## config.mk

```make
export PLATFORM = sky130hd
export DESIGN_NAME = ialb_top
export DESIGN_NICKNAME = d
export VERILOG_FILES = /design/src/logic/ialb_pkg.sv /design/src/logic/ialb_drain_timer.sv /design/src/logic/ialb_top.sv
export VERILOG_INCLUDE_DIRS = /design/src /design/src/logic
export SDC_FILE = /design/constraint.sdc
export NUM_CORES = 1
export LEC_CHECK = 0
export ABC_AREA = 1
export BUFFER_PORTS_ARGS = -buffer_cell sky130_fd_sc_hd__buf_4
export CORE_ASPECT_RATIO = 1.75
export CORE_MARGIN = 2
export CORE_UTILIZATION = 55
export DETAILED_ROUTE_END_ITERATION = 7
export PLACE_DENSITY = 0.94
export SETUP_SLACK_MARGIN = 0.05
export SLEW_MARGIN = 20
export SYNTH_ARGS = -nofsm -noshare
export SYNTH_HDL_FRONTEND = slang
export SYNTH_SLANG_ARGS = --single-unit
```

## constraint.sdc

```tcl
create_clock -name REF_CLK -period 2.5 [get_ports REF_CLK]
set_input_delay 0.125 -clock REF_CLK [delete_from_list [all_inputs] [get_ports REF_CLK]]
set_output_delay 0.125 -clock REF_CLK [all_outputs]
set_load 0.02 [all_outputs]
```

## src/logic/ialb_defs.svh

```systemverilog
/*
  constants for the input activity leaky bucket: register offsets, field
  positions, reset values and timing counts.
  assumes a 10 mhz reference clock and byte-wide registers on a 32-bit bus.
*/
`ifndef IALB_DEFS_SVH
`define IALB_DEFS_SVH

// ----------------------------------------------------------------------
// register offsets (printed index, byte address is four times it)
// ----------------------------------------------------------------------
`define IALB_IDX_LEAK_RATE   8'h53
`define IALB_IDX_STATUS      8'h60
`define IALB_IDX_MASK        8'h61
`define IALB_IDX_LEVEL       8'h62

// ----------------------------------------------------------------------
// fields and reset values
// ----------------------------------------------------------------------
`define IALB_RATE_LSB        0
`define IALB_RATE_MSB        1
`define IALB_LEAK_RATE_RST   8'h01
`define IALB_ST_FILL         0
`define IALB_ST_DRAIN        1
`define IALB_ST_ZERO         2

// ----------------------------------------------------------------------
// timing
// ----------------------------------------------------------------------
`define IALB_CLK_HZ          10000000
`define IALB_MON_MS          128
`define IALB_MON_CYC         ((`IALB_CLK_HZ / 1000) * `IALB_MON_MS)

`endif

```

## src/logic/ialb_pkg.sv

```systemverilog
/*
  types for the input activity leaky bucket.
  assumes ialb_defs.svh is on the include path.
*/
package ialb_pkg;
  typedef logic [7:0] ialb_level_t;
  typedef logic [1:0] ialb_rate_t;
  typedef logic [7:0] ialb_reg_t;
endpackage : ialb_pkg

```

## src/logic/ialb_drain_timer.sv

```systemverilog
/*
  drain timer: counts fault-free monitoring cycles and pulses when the
  programmed span of 1, 2, 4 or 8 cycles has passed.
  assumes tick is a one-cycle pulse on the same clock.
*/
`timescale 1ns/1ps
module ialb_drain_timer
  import ialb_pkg::*;
(
  input  wire logic               REF_CLK,
  input  wire logic               RESETN,
  input  wire logic               TICK,
  input  wire logic               FAULT,
  input  wire ialb_pkg::ialb_rate_t RATE,
  output logic                    DRAIN
);
  logic [2:0] span_cnt;
  logic [2:0] span_last;
  logic       span_done;

  // span of 2**rate cycles, last count is span - 1
  assign span_last = 3'((4'h1 << RATE) - 4'h1);   // see (RULE3)
  // a shortened span after a rate change drains at once, never wraps
  assign span_done = TICK && !FAULT && (span_cnt >= span_last);
  assign DRAIN     = span_done;                    // see (RULE2)

  always_ff @(posedge REF_CLK or negedge RESETN)
  begin
    if (!RESETN)
      span_cnt <= 3'h0;
    else if (TICK && (FAULT || span_done))
      span_cnt <= 3'h0;                            // see (RULE5)
    else if (TICK)
      span_cnt <= span_cnt + 3'h1;
  end
endmodule : ialb_drain_timer

```

## src/logic/ialb_top.sv

```systemverilog
/*
  leaky-bucket accumulator for one input activity monitor, with its
  decay-rate register, status, mask and interrupt, on avalon-mm.
  assumes the fault flag comes from another clock domain and is held
  for the monitoring cycle it describes.
*/
// Local design decision: register access over Avalon-MM.
`timescale 1ns/1ps
`include "ialb_defs.svh"

// Behaviour
// (RULE1) fault cycle adds one to bucket, up to 0xff
// (RULE2) each clean span of 2**rate cycles subtracts one
// (RULE3) rate code selects 128/256/512/1024 ms drain
// (RULE4) rate register resets to 0x01, upper unused
// (RULE5) saturate at zero; fault restarts drain timer
module ialb_top
  import ialb_pkg::*;
#(
  parameter int MON_CYC = `IALB_MON_CYC
)
(
  input  wire logic        REF_CLK,
  input  wire logic        RESETN,
  input  wire logic        FAULT_IN,
  input  wire logic [9:0]  AVS_ADDRESS,
  input  wire logic        AVS_READ,
  input  wire logic        AVS_WRITE,
  input  wire logic [31:0] AVS_WRITEDATA,
  input  wire logic [3:0]  AVS_BYTEENABLE,
  output logic [31:0]      AVS_READDATA,
  output logic             AVS_WAITREQUEST,
  output logic             IRQ
);
  import ialb_pkg::*;

  // ----------------------------------------------------------------------
  // input synchroniser and monitoring cycle tick
  // ----------------------------------------------------------------------
  logic        fault_m;
  logic        fault_s;
  logic        fault_seen;
  logic [20:0] mon_cnt;
  logic        tick;

  always_ff @(posedge REF_CLK or negedge RESETN)
  begin
    if (!RESETN)
    begin
      fault_m <= 1'b0;
      fault_s <= 1'b0;
    end
    else
    begin
      fault_m <= FAULT_IN;
      fault_s <= fault_m;
    end
  end

  assign tick = (mon_cnt == 21'(MON_CYC - 1));

  // any fault seen during the cycle marks it as a fault cycle
  always_ff @(posedge REF_CLK or negedge RESETN)
  begin
    if (!RESETN)
    begin
      mon_cnt    <= 21'h0;
      fault_seen <= 1'b0;
    end
    else
    begin
      mon_cnt    <= tick ? 21'h0 : mon_cnt + 21'h1;
      fault_seen <= tick ? 1'b0 : (fault_seen | fault_s);
    end
  end

  wire cycle_fault = fault_seen | fault_s;

  // ----------------------------------------------------------------------
  // registers and bus decode
  // ----------------------------------------------------------------------
  ialb_reg_t   leak_rate;
  ialb_reg_t   irq_status;
  ialb_reg_t   irq_mask;
  ialb_level_t level;
  logic        rd_pending;

  wire [7:0] word_idx  = AVS_ADDRESS[9:2];
  wire       lane0     = AVS_BYTEENABLE[0];
  wire       wr_rate   = AVS_WRITE && lane0 &&
                         (word_idx == `IALB_IDX_LEAK_RATE);
  wire       wr_status = AVS_WRITE && lane0 &&
                         (word_idx == `IALB_IDX_STATUS);
  wire       wr_mask   = AVS_WRITE && lane0 &&
                         (word_idx == `IALB_IDX_MASK);
  wire [7:0] wdata     = AVS_WRITEDATA[7:0];

  // reads take one wait cycle, writes none
  assign AVS_WAITREQUEST = AVS_READ && !rd_pending;

  wire [7:0] rd_mux =
    (word_idx == `IALB_IDX_LEAK_RATE) ? leak_rate  :
    (word_idx == `IALB_IDX_STATUS)    ? irq_status :
    (word_idx == `IALB_IDX_MASK)      ? irq_mask   :
    (word_idx == `IALB_IDX_LEVEL)     ? level      : 8'h00;

  always_ff @(posedge REF_CLK or negedge RESETN)
  begin
    if (!RESETN)
    begin
      rd_pending   <= 1'b0;
      AVS_READDATA <= 32'h0;
    end
    else
    begin
      rd_pending <= AVS_READ && !rd_pending;
      if (AVS_READ && !rd_pending)
        AVS_READDATA <= {24'h0, rd_mux};
    end
  end

  always_ff @(posedge REF_CLK or negedge RESETN)
  begin
    if (!RESETN)
    begin
      leak_rate <= `IALB_LEAK_RATE_RST;            // see (RULE4)
      irq_mask  <= 8'h00;
    end
    else
    begin
      if (wr_rate)
        leak_rate <= {6'h0, wdata[1:0]};           // see (RULE4)
      if (wr_mask)
        irq_mask <= {5'h0, wdata[2:0]};
    end
  end

  // ----------------------------------------------------------------------
  // bucket
  // ----------------------------------------------------------------------
  logic drain;
  wire  fill     = tick && cycle_fault;
  wire  at_max   = (level == 8'hff);
  wire  do_inc   = fill && !at_max;                // see (RULE1)
  wire  do_dec   = drain && (level != 8'h00);      // see (RULE5)

  ialb_drain_timer u_drain_timer (
    .REF_CLK (REF_CLK),
    .RESETN  (RESETN),
    .TICK    (tick),
    .FAULT   (cycle_fault),
    .RATE    (leak_rate[`IALB_RATE_MSB:`IALB_RATE_LSB]), // see (RULE3)
    .DRAIN   (drain)
  );

  always_ff @(posedge REF_CLK or negedge RESETN)
  begin
    if (!RESETN)
      level <= 8'h00;
    else if (do_inc)
      level <= level + 8'h01;                      // see (RULE1)
    else if (do_dec)
      level <= level - 8'h01;                      // see (RULE2)
  end

  // ----------------------------------------------------------------------
  // interrupts: set wins over write-one-to-clear
  // ----------------------------------------------------------------------
  wire [7:0] ev_set = {5'h0, do_dec && (level == 8'h01), do_dec, fill};
  wire [7:0] next_status = (irq_status & ~(wr_status ? wdata : 8'h00))
                           | ev_set;

  always_ff @(posedge REF_CLK or negedge RESETN)
  begin
    if (!RESETN)
      irq_status <= 8'h00;
    else
      irq_status <= next_status;
  end

  assign IRQ = |(irq_status & irq_mask);
endmodule : ialb_top

```

==> After elaboration in Yosys (flattened, before gate mapping) <==
Index checks and enable logic that the tools add are counted.
{ "totals": {"reg_bits": 57, "latchBits": 0, "ram_bits": 0, "mem_bits_ro": 0, "inputBits": 51, "out_inout_bits": 34, "word_cells": 61, "memories": 0} }
{ "op_classes": {"n_addsub": 5, "multipliers": 0, "div_mod_pow": 0, "magnitude_cmp": 1, "eq_ne": 7, "shifts": 1, "mux": 11, "n_bitwise": 5, "reduce_logical": 20} }
{ "op_table": {"columns": ["op", "count"], "rows": [
  ["2-to-1 mux 8 bit", 7],
  ["== test 8 x 7 -> 1 bit, second input constant", 4],
  ["adder 21 x 1 -> 21 bit, second input constant", 1],
  ["== test 21 bit, second input constant", 1],
  ["2-to-1 mux 21 bit", 1],
  ["logical AND 1 bit", 12],
  ["adder 8 x 1 -> 8 bit, second input constant", 1],
  ["bitwise AND 8 x 3 -> 8 bit", 1],
  ["bitwise AND 8 bit", 1],
  ["== test 8 x 1 -> 1 bit, second input constant", 1],
  ["== test 8 bit, second input constant", 1],
  ["NOT 8 bit", 1],
  ["OR 8 x 3 -> 8 bit", 1],
  ["nonzero test 8 bit", 1],
  ["OR reduction 8 bit", 1],
  ["subtractor 8 x 1 -> 8 bit, second input constant", 1],
  ["2-to-1 mux 3 bit", 2],
  ["nonzero test 2 bit", 2],
  ["adder 3 x 1 -> 3 bit, second input constant", 1],
  ["greater-or-equal comparator 3 bit", 1],
  ["logical NOT 1 bit", 3],
  ["left shift 1 x 2 -> 3 bit, first input constant", 1],
  ["subtractor 3 x 1 -> 3 bit, second input constant", 1],
  ["logical OR 1 bit", 1],
  ["2 further kinds", 2]
]} }

==> Depth between registers and ports, before layout <==
Gate-level depths: netlist (run 1).
{ "logic_depth": {"depth_word": 7, "mapped_depth": 12, "mapped_depth_nobuf": 12} }

==> Cells and area by module <==
Synthesis (run 1) repeated with hierarchy kept, for this count alone.
{ "unflattened": {"cells_unflattened": 486, "area_unflattened_um2": 3666.0} }
{ "by_module_without_submodules": {"columns": ["module", "instances", "cells_per_inst", "area_each_um2", "seq_area_each_um2"], "rows": [
  ["ialb_top", 1, 454, 3394.5, 1352.5],
  ["ialb_drain_timer", 1, 32, 271.5, 75.1]
]} }

==> Least setup slack after synthesis (run 1) <==
No wires, ideal clock.
{ "synth_timing": {"path_kind": "register to register", "startpoint": "register leak_rate[0]", "endpoint": "register level[4]", "setup_time_ns": 0.117, "t_arrival_ns": 1.504, "required_time_ns": 2.383, "path_slack_ns": 0.879, "stages_incl_launch_ff": 12, "path_buffers": 0, "period_less_slack_ns": 1.621, "path_cell_list": "dfstp_2 nand2_1 ha_1 nand3b_1 nand3_1 nand2_1 nor2_1 nand2_2 nand2_4 inv_4 nand2_1 nand2_1"} }
{ "synth_via": {"elab_chain_cells": 6} }
{ "synth_rtl": {"columns": ["element", "line_no", "text"], "rows": [
  ["from (decl)", "ialb_top.sv:82", "ialb_reg_t leak_rate;"],
  ["from (signal assigned)", "ialb_top.sv:126", "leak_rate <= `IALB_LEAK_RATE_RST;"],
  ["from (signal assigned)", "ialb_top.sv:132", "leak_rate <= {6'h0, wdata[1:0]};"],
  ["left shift 1 x 2 -> 3 bit", "ialb_drain_timer.sv:22", "assign span_last = 3'((4'h1 << RATE) - 4'h1);"],
  ["subtractor 3 x 1 -> 3 bit", "ialb_drain_timer.sv:22", null],
  ["greater-or-equal comparator 3 bit", "ialb_drain_timer.sv:24", "assign span_done = TICK && !FAULT && (span_cnt >= span_last);"],
  ["logical AND 1 bit", "ialb_drain_timer.sv:24", null],
  ["logical AND 1 bit", "ialb_top.sv:145", "wire do_dec = drain && (level != 8'h00);"],
  ["nonzero test 2 bit (no line)", null, null],
  ["to (signal assigned)", "ialb_top.sv:161", "level <= level + 8'h01;"],
  ["to (signal assigned)", "ialb_top.sv:163", "level <= level - 8'h01;"],
  ["to (decl)", "ialb_top.sv:85", "ialb_level_t level;"]
]} }
No other way between the ends.
A chain may end at the register's enable or synchronous reset.

==> Worst setup path after layout (run 1) <==
{ "layout_timing": {"startpoint": "register mon_cnt[0]", "endpoint": "register level[4]"} }
{ "layout_via": {"elab_chain_cells": 5, "elab_cells_between_ends": 8, "classes_between": "1 x eq/ne; 1 x mux; 6 x reduce/logical"} }
{ "layout_rtl": {"columns": ["element", "line_no", "text"], "rows": [
  ["from (decl)", "ialb_top.sv:43", "logic [20:0] mon_cnt;"],
  ["from (signal assigned)", "ialb_top.sv:72", "mon_cnt <= tick ? 21'h0 : mon_cnt + 21'h1;"],
  ["== test 21 bit (*)", "ialb_top.sv:60", "assign tick = (mon_cnt == 21'(MON_CYC - 1));"],
  ["logical AND 1 bit (2 in series)", "ialb_drain_timer.sv:24", null],
  ["logical AND 1 bit", "ialb_top.sv:145", null],
  ["nonzero test 2 bit (no line)", null, null]
]} }
Every way passes the cells marked *; elsewhere a longest branch is shown, timed or not.

==> qor.txt, run 1 <==
status -> complete, no violations
IO Port Bufs -> 31
Root Buffer Master -> clkbuf_8
Mapped Cells -> 483
core footprint -> 0.00628 mm^2
nets -> 583
detailed placement HPWL -> 6.20 mm
Cell Count, Final, Fillers Out -> 608
final worst path period need -> 2080 ps
asr flop ratio synth -> 100%
Final Util -> 63.5%
DRT Pass-1 Iters -> 5
Worst-Skew Late Latency -> 360 ps
Area after DPL -> 0.00380 mm^2
clock-pin slew on the worst setup and hold paths -> 60 ps
footprint of the multi-input gates -> 0.00175 mm^2
Post-CTS Setup Bufs -> 0
Final Hold Fails -> 0
Max-Cap Viols -> 0
P_leak -> 2.14 nW
FMAX -> 482 MHz
Rel. slew slack -> 52.5%
vias after detailed routing -> 3167
PnR worst setup slack -> 424 ps
Synth Register Bits -> 57
Worst Path Required -> 2750 ps
Site Rows -> 38
Worst Tran Pin Value -> 712 ps
Area Overhead vs Synth -> 11.2%
leading cell types in the layout, fill and taps excluded -> 116 x nand2_1, 69 x inv_1, 56 x dfrtp_1
clk sinks -> 57
drt via density -> 5.21
routability cong. -> 0.925
RSZ-0062 raised after global routing -> false
number of global-route vias before repair -> 3065
crit-path max FO -> 14
Seq/Total Area, Yosys -> 39.8%
Critical Path Start Type -> register
largest net degree at the start of global routing -> 58
total grt overflow -> 0
Die Area -> 0.00720 mm^2
Total GRT Usage -> 23.8%
commonest non-fill, non-tap cell in the layout -> nand2_1
Routed Antenna Nets -> 0
DRC -> 0
Top FF cell, synth -> dfrtp_1
Avg Inst Size Synth -> 7.42 um^2
most frequent cell on the critical path -> nand3_1
Setup-failing EPs final -> 0
max incr delay on CP -> 410 ps
setup TNS -> 0 ps
per-cell routed wire length -> 13.2 um
Setup Skew -> 15.3 ps
drt initial violations -> 251
Crit-path slowest cell -> dfrtp_1
Storage cell area -> 0.00143 mm^2
Mapped Area -> 0.00358 mm^2
H-tree depth -> 3
Hold Path Class -> in2reg
Ys Warns -> 0
dpl ws -> 485 ps
Slew Limit Fails -> 0
routed wire length -> 8.00 mm
Yosys cell types -> 38
first-pass GRT wire length -> 13.4 mm
fin area -> 0.00399 mm^2
Inst Count DP -> 589
I/O Pins -> 85
fill cell count -> 554
layout cell share with drive strength beyond 1 -> 13.3%
crit share post-route -> 83.1%
Cell Chain, Critical Path -> ha_1 -> nand3_1 -> nor2_1 -> nand3_2 -> nor2_2 -> nand3_1 -> nand3_1 -> nand2_1
Power Density -> 445 mW/mm^2
cts bufs inserted -> 9
initial core utilization -> 57.1%
clock tree buffer depth -> 2
CTS tree -> built
initial antenna violation count -> 0
die height -> 111 um
highest ir drop seen on vdd -> 313 uV
Setup CP Type -> reg2reg
number of synthesized flops with an enable pin -> 0
Arr. time, crit path -> 2320 ps
Critical Path Sink Type -> register
chip width -> 65.0 um
Antenna Cells -> 0
[synthesized netlist by cell type, drive strengths merged (2+ instances only)]
library cell    n  area [um^2]
a21oi          11         55.1
and3            2         12.5
buf            27          195
dfrtp          56         1400
ha              9          113
inv            77          292
nand2         123          489
nand3          41          223
nand4           6         43.8
nor2           56          262
nor3           10         50.1
o21ai          30          150
xnor2           2         17.5
xor2           21          184
[registers in the layout, summed over array words and instances (netlist names)]
name                    flops
level                       8
irq_mask                    3
irq_status                  8
fault_seen                  1
fault_m                     1
AVS_READDATA                8
rd_pending                  1
leak_rate                   2
mon_cnt                    21
u_drain_timer.span_cnt      3
fault_s                     1
[where the power goes]
part / switching [mW] / total (mW) / internal [mW]
registers: 0.00430 / 0.936 / 0.932
clock network: 0.360 / 0.719 / 0.360
logic: 0.0839 / 0.120 / 0.0357
total: 0.448 / 1.78 / 1.33
[layer usage]
metal / track usage, % / vias up / share of wire, %
met4: 15.4 / 0 / 4.4
met3: 3.86 / 28 / 3.8
met5: 0 / - / 0
li1: - / 1539 / -
met1: 24.5 / 1483 / 37
met2: 42.8 / 117 / 55
[logic make-up after synthesis]
logic type,synth area share [%]
other cells,0.105
fa+ha+maj,3.14
xor+xnor,5.62
simple gates,30.5
flops,39.8
buf+inv,13.8
compound gates,6.98
[worst max-delay path, delay by kind of cell (launching register included)]
kind	cells	cell delay (ps)
adders and majority gates	1	220
and+or+nand+nor	7	1340
DFF	1	410
[final timing paths]
path	cells past startpoint	startpoint	endpoint	slack, ps
setup reg to reg	8	mon_cnt[0]	level[4]	420
max in group asynchronous	2	RESETN	irq_mask[2]	1650
setup / recovery	8	mon_cnt[0]	level[4]	420
min in group asynchronous	2	RESETN	mon_cnt[8]	360
hold / removal	3	AVS_WRITEDATA[2]	irq_mask[2]	30
hold reg to reg	0	fault_m	fault_s	350
[layout make-up]
cell class | instances | area share (%)
timing repair buffer | 34 | 6.59
inverter | 78 | 7.41
clock buffer | 15 | 3.67
multi-input combinational | 343 | 43.9
sequential | 57 | 35.8
clock inverter | 1 | 0.126
tap | 80 | 2.51
[through the flow]
stage | hold WS [ps] | power (mW)
after floorplan | -171 | 1.04
after global placement | 215 | 1.06
after detailed placement | 224 | 1.07
after CTS | 21.0 | 1.78
after global routing | 25.4 | 1.83
final | 26.8 | 1.78
[timing repair]
| item | 4_1_cts | 5_1_grt |
|---|---|---|
| hold buffers | 3 | 0 |
| endpoints found under the setup margin | 0 | 0 |
| hold endpoints to repair | 58 | 0 |
| resized for setup | 0 | 0 |
Note: power is estimated with default switching activity, not from simulation.
==> inputs of run 2 (changes only) <==
--- a/config.mk
+++ b/config.mk
@@ -10,9 +10,9 @@
 export BUFFER_PORTS_ARGS = -buffer_cell sky130_fd_sc_hd__buf_4
 export CORE_ASPECT_RATIO = 1.75
 export CORE_MARGIN = 2
-export CORE_UTILIZATION = 55
+export CORE_UTILIZATION = 54
 export DETAILED_ROUTE_END_ITERATION = 7
-export PLACE_DENSITY = 0.94
+export PLACE_DENSITY = 0.92
 export SETUP_SLACK_MARGIN = 0.05
 export SLEW_MARGIN = 20
 export SYNTH_ARGS = -nofsm -noshare
==> constraint.sdc (replaced) <==
create_clock -name REF_CLK -period 2 [get_ports REF_CLK]
set_input_delay 0.1 -clock REF_CLK [delete_from_list [all_inputs] [get_ports REF_CLK]]
set_output_delay 0.1 -clock REF_CLK [all_outputs]
set_load 0.02 [all_outputs]
==> run 2 against run 1 <==
Die area increased by 1.8%. Largest power group is now clock. Critical path type unchanged. Maximum frequency increased by 14%. Wire length up 3.2%.
==> qor.txt, run 2 (same netlist as run 1, synthesis figures left out) <==
DRT Pass-1 Iters -> 5
H-tree depth -> 3
per-cell routed wire length -> 13.5 um
FMAX -> 550 MHz
core footprint -> 0.00649 mm^2
Post-CTS Setup Bufs -> 0
fill cell count -> 524
Slew Limit Fails -> 0
crit share post-route -> 90.9%
Die Area -> 0.00733 mm^2
Setup Skew -> 3.93 ps
Critical Path Start Type -> register
Final Hold Fails -> 0
RSZ-0062 raised after global routing -> true
clk sinks -> 57
Setup-failing EPs final -> 0
number of global-route vias before repair -> 3131
Hold Path Class -> in2reg
drt initial violations -> 280
initial core utilization -> 55.2%
clock tree buffer depth -> 2
chip width -> 65.6 um
die height -> 112 um
layout cell share with drive strength beyond 1 -> 15.1%
DRC -> 0
overall power -> 2.83 mW
commonest non-fill, non-tap cell in the layout -> nand2_1
highest ir drop seen on vdd -> 679 uV
nets -> 587
delay-heaviest family, CP -> simple AND/OR/NAND/NOR gates
Worst-Skew Late Latency -> 330 ps
max reg flops -> 21
Power Density -> 680 mW/mm^2
Setup CP Type -> reg2reg
total grt overflow -> 0
Reg with most FFs -> mon_cnt
Final Util -> 64.2%
IO Port Bufs -> 31
Routed Antenna Nets -> 0
Site Rows -> 39
max incr delay on CP -> 410 ps
crit-path max FO -> 6
Worst Tran Pin Value -> 725 ps
Buf+Inv Stages, Crit Path -> 1
largest net degree at the start of global routing -> 58
drt via density -> 5.19
final worst path period need -> 1820 ps
routability cong. -> 0.892
cts bufs inserted -> 9
Antenna Cells -> 0
initial antenna violation count -> 0
detailed placement HPWL -> 6.12 mm
status -> complete, no violations
Root Buffer Master -> clkbuf_16
vias after detailed routing -> 3182
Rel. slew slack -> 51.7%
CTS tree -> built
Cell Chain, Critical Path -> ha_1 -> nand3_1 -> nor2_2 -> nand3_2 -> nor2_1 -> nand2_2 -> nand2_4 -> inv_4 -> nand2_1 -> nand2_1
Area Overhead vs Synth -> 16.3%
first-pass GRT wire length -> 13.6 mm
Total GRT Usage -> 24.2%
setup TNS -> 0 ps
I/O Pins -> 85
footprint of the multi-input gates -> 0.00175 mm^2
Max-Cap Viols -> 0
Critical Path Sink Type -> register
routed wire length -> 8.25 mm
most frequent cell on the critical path -> nand2_1
leading cell types in the layout, fill and taps excluded -> 116 x nand2_1, 69 x inv_1, 56 x dfrtp_1
Storage cell area -> 0.00143 mm^2
P_leak -> 2.23 nW
clock-pin slew on the worst setup and hold paths -> 50 ps
Arr. time, crit path -> 2030 ps
Crit-path slowest cell -> dfrtp_1
Worst Path Required -> 2210 ps
run 2: worst reg2reg max path, cell delays in order (launching register included):
cell,delay [ps]
dfrtp_1,410
ha_1,240
nand3_1,150
nor2_2,200
nand3_2,170
nor2_1,150
nand2_2,100
nand2_4,110
inv_4,50
nand2_1,60
nand2_1,50
run 2: final timing paths:
check,from,end,slack [ps],cells past startpoint
worst max-delay path,mon_cnt[0],level[7],180,10
worst min-delay path,AVS_WRITEDATA[2],irq_mask[2],9,3
worst max register to register,mon_cnt[0],level[7],180,10
worst min register to register,fault_m,fault_s,350,0
max in group asynchronous,RESETN,level[4],1140,2
min in group asynchronous,RESETN,mon_cnt[12],360,2
run 2: area by class of cell:
cell class                      instances  area share (%)
Clock inverter                          3           0.961
Inverter                               78            7.08
Multi-Input combinational cell        343            42.1
Clock buffer                           12            6.15
Sequential cell                        57            34.3
Timing Repair Buffer                   38            7.02
Tap cell                               82            2.46
run 2: stage by stage:
step	instance area (um^2)	setup WS [ps]	hold slack, ps	cells
after detailed placement	3840	128	196	595
after global placement	3840	223	190	595
after floorplan	3670	379	-196	506
final	4170	183	8.63	613
after global routing	4170	46.1	16.5	613
after CTS	4160	131	4.99	613
run 2: layer usage:
| layer | global-route usage, % | up-vias | share of wire [%] |
|---|---|---|---|
| li1 | - | 1549 | - |
| met1 | 25.4 | 1472 | 37 |
| met2 | 42.7 | 124 | 55 |
| met3 | 5.76 | 37 | 3.5 |
| met4 | 13.9 | 0 | 4.5 |
| met5 | 0 | - | 0 |
run 2: timing repair:
action | in CTS | in global routing
resized for setup | 0 | 2
endpoints found under the hold margin | 58 | 0
hold buffers | 3 | 0
setup endpoints to repair | 0 | 7
run 2: report_power, final:
| part | switching (mW) | internal (mW) |
|---|---|---|
| logic | 0.105 | 0.0464 |
| clock network | 0.492 | 1.02 |
| registers | 0.00549 | 1.17 |
| total | 0.603 | 2.23 |
